`src/adc_port_pkg.sv`:
```
// Package with constants and carrier types of the byte-wide converter host port
// Summary of operation
// Bus cycles only while select is low
// Upper byte on low eight lines when high
// Low byte captured from low lines
// Read with select low drives twelve bits
// Host reads calibration register in two cycles
// Host loads registers by two byte writes
// Lines zero to eight bidirectional three-state
// Lines nine to eleven output only
// Unipolar straight binary, bipolar twos complement
// All timing derived from master clock
// Busy rises on trigger fall until done
// Busy also high during calibration
// Write only with write strobe and select
// Read only with read strobe and select
// Host writes low byte then high byte
// Host reads calibration low byte first
// Drive data only during selected read
// Board pulls upper lines high on narrow bus
package adc_port_pkg;
    localparam int DATA_W        = 12;   // Result width
    localparam int BYTE_W        = 8;    // Bus byte width
    localparam int LOW_PINS      = 9;    // Bidirectional lines
    localparam int UP_PINS       = 3;    // Output-only lines
    localparam int WORD_W        = 16;   // Register word width
    localparam int CONV_CYCLES   = 14;   // Master clock periods per conversion
    localparam int CAL_CYCLES    = 256;  // Master clock periods per calibration
    localparam int FIFO_DEPTH    = 32;   // Result buffer depth
    localparam int ADDR_MSB      = 15;   // Address field top bit
    localparam int ADDR_LSB      = 14;   // Address field low bit
    localparam logic [1:0] ADDR_CTRL = 2'h3; // Control register address
    localparam logic [1:0] ADDR_CAL  = 2'h2; // Calibration register address
    localparam logic [1:0] ADDR_TEST = 2'h1; // Test register address
    localparam int CTRL_BIPOLAR  = 0;    // Control: bipolar coding
    localparam int CTRL_CAL      = 1;    // Control: start calibration
    localparam int CTRL_RDSEL    = 6;    // Control: read select low bit
    localparam logic [13:0] CTRL_RESET = 14'h0000; // Control reset value
    localparam logic [1:0] RSEL_DATA = 2'h0; // Read select: result
    localparam logic [1:0] RSEL_CTRL = 2'h1; // Read select: control
    localparam logic [1:0] RSEL_CAL  = 2'h2; // Read select: calibration
    // Sample and its coding mode travel together
    typedef struct packed {
        logic                bipolar;
        logic [DATA_W-1:0]   code;
    } sample_t;
    // Engine states, one-hot
    typedef enum logic [2:0] {
        ST_IDLE = 3'b001,
        ST_CONV = 3'b010,
        ST_CAL  = 3'b100
    } eng_state_t;
endpackage

```
`src/sample_fifo.sv`:
```
// Result buffer with valid/ready on both sides
`timescale 1ns/1ns
module sample_fifo #(
    parameter int WIDTH = 13,
    parameter int DEPTH = 32
) (
    input  wire logic             clk,
    input  wire logic             srst,
    input  wire logic [WIDTH-1:0] inData,
    input  wire logic             inValid,
    output logic                  inReady,
    output logic [WIDTH-1:0]      outData,
    output logic                  outValid,
    input  wire logic             outReady
);
    localparam int AW = $clog2(DEPTH);
    logic [WIDTH-1:0] mem_q [DEPTH];   // Flip-flop storage
    logic [AW-1:0]    wrPtr_q;         // Write index
    logic [AW-1:0]    rdPtr_q;         // Read index
    logic [AW:0]      count_q;         // Fill level
    logic             push;
    logic             pop;
    assign inReady  = (count_q != (AW+1)'(DEPTH)) ? 1'b1 : 1'b0;
    assign outValid = (count_q != '0);
    assign outData  = mem_q[rdPtr_q];
    assign push     = inValid && inReady;
    assign pop      = outValid && outReady;
    // Storage write
    always_ff @(posedge clk) begin
        if (push) begin
            mem_q[wrPtr_q] <= inData;
        end
    end
    // Pointers and level
    always_ff @(posedge clk) begin
        if (srst) begin
            wrPtr_q <= '0;
            rdPtr_q <= '0;
            count_q <= '0;
        end else begin
            if (push) begin
                wrPtr_q <= (wrPtr_q == AW'(DEPTH-1)) ? '0 : wrPtr_q + 1'b1;
            end
            if (pop) begin
                rdPtr_q <= (rdPtr_q == AW'(DEPTH-1)) ? '0 : rdPtr_q + 1'b1;
            end
            count_q <= count_q + (AW+1)'(push) - (AW+1)'(pop);
        end
    end
endmodule

```
`src/adc_byte_parallel_host_port.sv`:
```
// Byte-wide host port: register writes, result reads, busy sequencing
`timescale 1ns/1ns
module adc_byte_parallel_host_port
    import adc_port_pkg::*;
#(
    parameter int CONV_LEN = CONV_CYCLES,  // Conversion length in master clocks
    parameter int CAL_LEN  = CAL_CYCLES,   // Calibration length in master clocks
    parameter int DEPTH    = FIFO_DEPTH    // Result buffer depth
) (
    input  wire logic                clk,
    input  wire logic                srst,
    input  wire logic                chipSelN,
    input  wire logic                readN,
    input  wire logic                writeN,
    input  wire logic                upper_byte_select,
    input  wire logic                master_clock_in,
    input  wire logic                convert_trigger,
    input  wire logic [DATA_W-1:0]   sampleCode,
    input  wire logic [LOW_PINS-1:0] data_bus_bidir_in,
    output logic [LOW_PINS-1:0]      data_bus_bidir_out,
    output logic [LOW_PINS-1:0]      data_bus_bidir_oe,
    output logic [UP_PINS-1:0]       data_bus_upper_out,
    output logic [UP_PINS-1:0]       data_bus_upper_oe,
    output logic                     busy,
    output logic                     fifoFull
);
    ////////////////////////////////////////////////////////////////////////
    // Strobe edge detection (pins taken as synchronous)
    logic       wrN_q;            // Last write strobe
    logic       rdN_q;            // Last read strobe
    logic       mclk_q;           // Last master clock level
    logic       trig_q;           // Last trigger level
    logic       wrEnd;            // Write strobe rising while selected
    logic       rdEnd;            // Read strobe rising while selected
    logic       mclkTick;         // Master clock rising edge
    logic       trigFall;         // Trigger falling edge
    logic       rdActive;         // Selected read in progress
    always_ff @(posedge clk) begin
        if (srst) begin
            wrN_q  <= 1'b1;
            rdN_q  <= 1'b1;
            mclk_q <= 1'b0;
            trig_q <= 1'b1;
        end else begin
            wrN_q  <= writeN | chipSelN;
            rdN_q  <= readN | chipSelN;
            mclk_q <= master_clock_in;
            trig_q <= convert_trigger;
        end
    end
    assign wrEnd    = !wrN_q && (writeN | chipSelN);
    assign rdEnd    = !rdN_q && (readN | chipSelN);
    assign rdActive = !readN && !chipSelN;
    assign mclkTick = master_clock_in && !mclk_q;
    assign trigFall = trig_q && !convert_trigger;

    ////////////////////////////////////////////////////////////////////////
    // Two-byte register write assembly
    logic [BYTE_W-1:0] lowByte_q;   // Captured low byte
    logic              lowHeld_q;   // Low byte waiting for high byte
    logic [13:0]       ctrl_q;      // Control register
    logic [13:0]       cal_q;       // Calibration register
    logic [13:0]       test_q;      // Test register
    logic [WORD_W-1:0] word;        // Assembled word
    logic              calReq;      // Calibration requested by write
    assign word   = {data_bus_bidir_in[BYTE_W-1:0], lowByte_q};
    assign calReq = wrEnd && upper_byte_select && lowHeld_q
                    && word[ADDR_MSB:ADDR_LSB] == ADDR_CTRL && word[CTRL_CAL];
    always_ff @(posedge clk) begin
        if (srst) begin
            lowByte_q <= 8'h00;
            lowHeld_q <= 1'b0;
            ctrl_q    <= CTRL_RESET;
            cal_q     <= 14'h0000;
            test_q    <= 14'h0000;
        end else if (wrEnd) begin
            if (!upper_byte_select) begin
                // Low byte only latched; no register changes yet
                lowByte_q <= data_bus_bidir_in[BYTE_W-1:0];
                lowHeld_q <= 1'b1;
            end else if (lowHeld_q) begin
                // High byte completes the word; lines 8..11 never sampled
                lowHeld_q <= 1'b0;
                unique case (word[ADDR_MSB:ADDR_LSB])
                    ADDR_CTRL: ctrl_q <= word[13:0];
                    ADDR_CAL:  cal_q  <= word[13:0];
                    ADDR_TEST: test_q <= word[13:0];
                    default: ;                                  // Unaddressed
                endcase
            end
            // A high byte with no low byte before it is dropped
        end
    end

    ////////////////////////////////////////////////////////////////////////
    // Conversion and calibration engine, timed by master clock
    eng_state_t state_q;
    logic [15:0] tick_q;            // Master clock periods remaining
    logic        busy_q;            // Busy output register
    logic        resultPush;        // Result ready to buffer
    always_ff @(posedge clk) begin
        if (srst) begin
            state_q <= ST_IDLE;
            tick_q  <= 16'h0000;
        end else begin
            unique case (state_q)
                ST_IDLE: begin
                    if (calReq) begin
                        state_q <= ST_CAL;
                        tick_q  <= 16'(CAL_LEN);
                    end else if (trigFall) begin
                        state_q <= ST_CONV;
                        tick_q  <= 16'(CONV_LEN);
                    end
                end
                ST_CONV, ST_CAL: begin
                    // A conversion stalls at the end if the buffer is full; calibration never stalls
                    if (tick_q != 16'h0000 && mclkTick) begin
                        tick_q <= tick_q - 16'h0001;
                    end else if (tick_q == 16'h0000
                                 && (state_q == ST_CAL || resultPush)) begin
                        state_q <= ST_IDLE;
                    end
                end
                default: state_q <= ST_IDLE;
            endcase
        end
    end
    // Busy follows the engine; rises the cycle after the trigger fall
    always_ff @(posedge clk) begin
        if (srst) begin
            busy_q <= 1'b0;
        end else begin
            busy_q <= (state_q != ST_IDLE) || calReq || trigFall;
        end
    end
    assign busy = busy_q;

    ////////////////////////////////////////////////////////////////////////
    // Result buffer
    sample_t inSample;
    sample_t outSample;
    logic    bufReady;
    logic    bufValid;
    logic    fifoFull_q;
    logic    rdHiPend_q;   // Low byte of a split calibration read taken
    // Coding: offset binary flipped to twos complement in bipolar mode
    assign inSample.bipolar = ctrl_q[CTRL_BIPOLAR];
    assign inSample.code    = ctrl_q[CTRL_BIPOLAR]
                              ? {~sampleCode[DATA_W-1], sampleCode[DATA_W-2:0]}
                              : sampleCode;
    assign resultPush = (state_q == ST_CONV) && (tick_q == 16'h0000) && bufReady;
    sample_fifo #(.WIDTH($bits(sample_t)), .DEPTH(DEPTH)) u_fifo (
        .clk      (clk),
        .srst     (srst),
        .inData   (inSample),
        .inValid  ((state_q == ST_CONV) && (tick_q == 16'h0000)),
        .inReady  (bufReady),
        .outData  (outSample),
        .outValid (bufValid),
        .outReady (rdEnd && (ctrl_q[CTRL_RDSEL+:2] == RSEL_DATA)
                   && (upper_byte_select || !rdHiPend_q))
    );
    always_ff @(posedge clk) begin
        if (srst) begin
            fifoFull_q <= 1'b0;
        end else begin
            fifoFull_q <= !bufReady;
        end
    end
    assign fifoFull = fifoFull_q;

    ////////////////////////////////////////////////////////////////////////
    // Read data path
    logic [DATA_W-1:0] selWord;     // Register picked by read select
    logic [LOW_PINS-1:0] bidirOut_q;
    logic [LOW_PINS-1:0] bidirOe_q;
    logic [UP_PINS-1:0]  upOut_q;
    logic [UP_PINS-1:0]  upOe_q;
    always_comb begin
        unique case (ctrl_q[CTRL_RDSEL+:2])
            RSEL_DATA: selWord = bufValid ? outSample.code : 12'h000;
            RSEL_CTRL: selWord = ctrl_q[DATA_W-1:0];
            RSEL_CAL:  selWord = cal_q[DATA_W-1:0];
            default:   selWord = test_q[DATA_W-1:0];
        endcase
    end
    // Track split reads; only calibration reads come in two halves, so a
    // twelve line result read must not block the next result from popping
    always_ff @(posedge clk) begin
        if (srst) begin
            rdHiPend_q <= 1'b0;
        end else if (rdEnd) begin
            rdHiPend_q <= !upper_byte_select
                          && (ctrl_q[CTRL_RDSEL+:2] == RSEL_CAL);
        end
    end
    // Pin drive registered one cycle behind the strobes
    always_ff @(posedge clk) begin
        if (srst) begin
            bidirOut_q <= 9'h000;
            bidirOe_q  <= 9'h000;
            upOut_q    <= 3'h0;
            upOe_q     <= 3'h0;
        end else if (rdActive) begin
            if (upper_byte_select) begin
                // Upper nibble on low lines, rest zero
                bidirOut_q <= {5'h00, selWord[DATA_W-1:BYTE_W]};
                upOut_q    <= 3'h0;
                bidirOe_q  <= 9'h1FF;
                upOe_q     <= 3'h0;
            end else begin
                bidirOut_q <= selWord[LOW_PINS-1:0];
                upOut_q    <= selWord[DATA_W-1:LOW_PINS];
                bidirOe_q  <= 9'h1FF;
                upOe_q     <= 3'h7;
            end
        end else begin
            bidirOut_q <= 9'h000;
            bidirOe_q  <= 9'h000;
            upOut_q    <= 3'h0;
            upOe_q     <= 3'h0;
        end
    end
    assign data_bus_bidir_out = bidirOut_q;
    assign data_bus_bidir_oe  = bidirOe_q;
    assign data_bus_upper_out = upOut_q;
    assign data_bus_upper_oe  = upOe_q;
endmodule

```
`config.mk`:
```
export PLATFORM = sky130hd
export DESIGN_NAME = adc_byte_parallel_host_port
export DESIGN_NICKNAME = d
export VERILOG_FILES = /design/src/adc_port_pkg.sv /design/src/sample_fifo.sv /design/src/adc_byte_parallel_host_port.sv
export SDC_FILE = /design/constraint.sdc
export NUM_CORES = 1
export LEC_CHECK = 0
export ABC_CLOCK_PERIOD_IN_PS = 4200
export BUFFER_PORTS_ARGS = -buffer_cell sky130_fd_sc_hd__buf_4
export CORE_ASPECT_RATIO = 1.75
export CORE_MARGIN = 5
export CORE_UTILIZATION = 50
export CTS_CLUSTER_DIAMETER = 50
export DETAILED_ROUTE_END_ITERATION = 7
export HOLD_SLACK_MARGIN = 0.06
export MAX_ROUTING_LAYER = met4
export PLACE_DENSITY = 0.7
export RECOVER_POWER = 100
export SETUP_SLACK_MARGIN = 0.15
export SKIP_LAST_GASP = 1
export SLEW_MARGIN = 0
export SYNTH_ARGS = -nofsm -noshare
export SYNTH_HDL_FRONTEND = slang
export SYNTH_HIERARCHICAL = 1
export SYNTH_SLANG_ARGS = --single-unit
```
`constraint.sdc`:
```
create_clock -name clk -period 4.2 [get_ports clk]
set_clock_uncertainty 0.15 [all_clocks]
set_input_delay 0.63 -clock clk [delete_from_list [all_inputs] [get_ports clk]]
set_output_delay 0.63 -clock clk [all_outputs]
set_load 0.05 [all_outputs]
```
After elaboration in Yosys (flattened, before gate mapping)
Memory sizes are Yosys's and may differ from the RTL's. A register that Yosys moved wholly into a read port is not among the register bits. Index checks and enable logic that the tools add are counted.

$lt $le $gt $ge: 0. Muxes and demuxes: 23. Equal/unequal tests: 16. Add/sub/neg operators: 5. Reductions and logical operators: 44. Divide/modulo/power cells: 0. Multipliers: 0. Shift operators: 0. Bitwise operators: 5.

Operator list (count): 2-to-1 mux 16 bit (3); one-hot mux 12 bit (3 select lines) (1); one-hot mux 16 bit (2 select lines) (1); 2-to-1 mux 12 bit (2); 2-to-1 mux 5 bit (4); logical AND 1 bit (17); zero test 16 bit (1); nonzero test 16 bit (1); subtractor 16 x 1 -> 16 bit, second input constant (1); 2-to-1 mux 3 bit (5); AND reduction 4 bit (3); adder 5 x 1 -> 5 bit, second input constant (2); equality test 5 bit, second input constant (2); zero test 1 bit (9); 2-to-1 mux 9 bit (1); adder 6 x 1 -> 6 bit (1); equality test 2 bit, second input constant (3); != test 2 bit, second input constant (3); != test 6 bit, second input constant (1); one-hot mux 3 bit (2 select lines) (1); AND reduction 3 bit (2); nonzero test 6 bit (1); subtractor 6 x 1 -> 6 bit (1); equality test 2 x 1 -> 1 bit, second input constant (2); 15 further kinds (25).

Register bits: 111. Bits in latches: 0. Bits in writable memories: 416. Memory bits (read-only): 0. Word-level logic and storage cells: 116. Output and inout bits: 26. Memories kept: 1.

Memories: u_fifo.mem_q (words 32, bits a word 13, rd ports 1, clocked after Yosys merged registers in 1, write ports 1, line sample_fifo.sv:17) `logic [WIDTH-1:0] mem_q [DEPTH];`.

Longest topological paths before layout
Depth in word-level cells: 8. Depth in mapped cells: 17.

By module
Netlist, hierarchy kept.

By module, submodules not included: sample_fifo (cells each 903, seq. area each 12912.4 µm², area an instance 17137.7 µm², times used 1); adc_byte_parallel_host_port (cells each 394, seq. area each 1701.6 µm², area an instance 3768.6 µm², times used 1).

Worst setup path after synthesis
No wires, ideal clock.

Kind: flip-flop to flip-flop. Start: register tick_q[0]. End: register u_fifo.count_q[4]. Clock period less this slack: 3294 ps. Path slack: 906 ps. Buffers on the path: 2. Data arrival time: 3017 ps. Stages on the path, launching flop included: 18. Cells stage by stage: dfxtp_1 -> inv_1 -> ha_1 -> nor4b_4 -> nand4_2 -> buf_2 -> nor3_1 -> and2_1 -> buf_2 -> inv_2 -> ha_1 -> inv_1 -> ha_1 -> fa_1 -> a21oi_1 -> o21bai_1 -> xnor2_1 -> nor2_1.

Longest elaborated chain between the ends: 5.

Ends and longest elaborated chain: start: declaration (line adc_byte_parallel_host_port.sv:98) `logic [15:0] tick_q;`; start signal: assignment (line adc_byte_parallel_host_port.sv:110) `tick_q <= 16'(CAL_LEN);`; start signal: assignment (line adc_byte_parallel_host_port.sv:113) `tick_q <= 16'(CONV_LEN);`; start signal: assignment (line adc_byte_parallel_host_port.sv:119) `tick_q <= tick_q - 16'h0001;`; zero test 16 bit (line adc_byte_parallel_host_port.sv:157) `.inValid ((state_q == ST_CONV) && (tick_q == 16'h0000)),`; logical AND 1 bit (line adc_byte_parallel_host_port.sv:157); logical AND 1 bit (line sample_fifo.sv:26) `assign push = inValid && inReady;`; adder 6 x 1 -> 6 bit (line sample_fifo.sv:47) `count_q <= count_q + (AW+1)'(push) - (AW+1)'(pop);`; subtractor 6 x 1 -> 6 bit (line sample_fifo.sv:47); end signal: assignment (line sample_fifo.sv:47); end: declaration (line sample_fifo.sv:20) `logic [AW:0] count_q;`.

No other way between the ends. A chain may end at the register's enable or synchronous reset.

==> impl_results.md <==
- Status: finished with violations
- Failing checks: max-capacitance violations, max-slew violations
- I/O Pins: 55
- Die ar.: 0.0437 mm^2
- Die height: around 270 um
- Setup tns final: 0 ns
- HP Class: input port to register
- DRC viols: 0
- GRT overflow: 0
- Pin count of the biggest net entering global routing: 97
- Final std cells w/o fill: about 1.8k
- WL per Instance: approximately 23 um
- Die width: 160 um
- Clock slew at reported path FFs: around 0.070 ns
- Routed via count: between 10k and 15k
- Worst skew pair latency: around 0.56 ns
- Clock buffer count from CTS: 43
- Vias in the first global route: 10.9k
- Antenna diodes: 0
- Post-cts resize count: 0
- Utilization after layout: 0.555
- Initial antenna violation count: 0
- Final nets: ~1.4k
- Period minus WS final: 3.68 ns
- Dpl cells: 1,754
- Worst-Margin Slew: between 2 and 2.5 ns
- PortBufs: 53
- HPWL Detailed: 27.7 mm
- DRT antenna net count: 0
- Overall power: approximately 9.9 mW
- Max-capacitance violation count: 13
- Design Area, Final: ~0.022 mm^2
- Final slew viol count: ~260
- Mapped cell area: 0.0197 mm^2
- Drt pass-1 iters: 5
- Setup violations, final: 0
- Hold Violations, Final: 0
- Placed Area: about 0.021 mm^2
- Mapped Cells: 1,244
- Area growth from synthesis to final layout: 10.3%
- CTS sink cnt: 490
- Global-route wire length before repair: between 60 and 70 mm
- Tcrit/Tclk final: 0.877
- Core area: 0.0392 mm^2
- Slew headroom: -0.624
- Crit end category: register
- GP Congestion: 0.808
- FILL cells: roughly 3k
- FP Rows: 96
- Vias/cell: around 5.9
- RSZ-0062 raised after global routing: false
- CTS tree: done
- Data arrival, critical path: 3.95 ns
- Clock Path Buffers: 3
- Kind of critical path: register to register
- Routed wire length: ~42 mm
- Most common cell after layout, fill and taps aside: edfxtp_1
- Syn_nets: 1,292
- Clk Tree Root Cell: clkbuf_16
- Initial Util: 0.503
- Leakage power: 6.81 nW
- Startpoint types: register
- PwrDens: 453 mW/mm^2
- H-tree levels: 2
- Commonest non-fill, non-tap cells in the layout: edfxtp_1, mux2i_1, nor2_1, dfxtp_1, clkbuf_1
- Synthesis Warnings: 6
- Worst vdd ir: 0.316 mV
- GRT Total Usage: 0.197
- Post-Syn Area per Cell: 15.8 um^2
- Fmax: about 0.27 GHz
- Top fanout value on the critical path: between 90 and 100
- CTS Hold Bufs: 0
- Req. time, crit path: roughly 4.5 ns
- Post-CTS Setup Inserts: 0
- Share of cells above drive strength 1: 0.124
- Initial detailed-routing violation count: 883
-- stage by stage --
step | setup WS [ns] | hold WS (ns)
2_1_floorplan | 0.906 | 0.303
3_3_place_gp | 0.756 | 0.316
3_5_place_dp | 0.748 | 0.324
4_1_cts | 0.695 | 0.0867
5_1_grt | 0.260 | 0.0956
6_report | 0.518 | 0.113
-- power by group --
group	total, mW	internal, mW	switching (mW)
logic	0.684	0.235	0.449
registers	5.30	5.27	0.0328
clock network	3.87	2.16	1.70
-- worst max-delay path, stage by stage (launching register included) --
cell,delay [ns]
dfxtp_2,0.84
buf_6,0.90
mux2i_1,0.17
a22oi_1,0.26
nand3_1,0.18
nand3_1,0.13
nand2_1,0.08
nor2_1,0.11
a211oi_1,0.08
a2111oi_0,0.49
-- flip-flops by register name (all words and copies together), names as in the netlist, 3 cells and up, named ones only --
signal              flops
cal_q                  12
ctrl_q                 12
data_bus_bidir_out      9
data_bus_upper_out      3
lowByte_q               8
state_q                 3
test_q                 12
tick_q                 16
u_fifo/count_q          6
u_fifo/mem_q          384
u_fifo/rdPtr_q          5
u_fifo/wrPtr_q          5
-- final timing paths --
check                    startpoint                               end  slack (ns)  cells past startpoint
max                        register  data_bus_bidir_out[4]$_SDFF_PP0_        0.52                      9
min                 convert_trigger                 trig_q$_SDFF_PP1_        0.11                      2
max reg2reg                register  data_bus_bidir_out[4]$_SDFF_PP0_        0.52                      9
min reg2reg  tick_q[1]$_SDFFE_PP0P_            tick_q[1]$_SDFFE_PP0P_        0.33                      2
-- cell type report --
class / instances / area [um^2] / area share
flip-flops and latches: 490 / 13700 / 0.628
inverters: 18 / 67.6 / 0.00311
repair buffers: 102 / 520 / 0.0239
multi-input cells: 654 / 5510 / 0.253
clock buffers: 58 / 1170 / 0.0540
clock inverters: 20 / 205 / 0.00943
well taps: 490 / 613 / 0.0282
-- per-layer routing --
metal	share of wire	vias up	GRT usage
met5	0	-	-
met4	0.042	0	0.0863
met3	0.040	87	0.0278
met2	0.56	296	0.369
met1	0.36	5421	0.205
li1	-	4949	-
No activity file was read; power rests on OpenSTA's default activity.
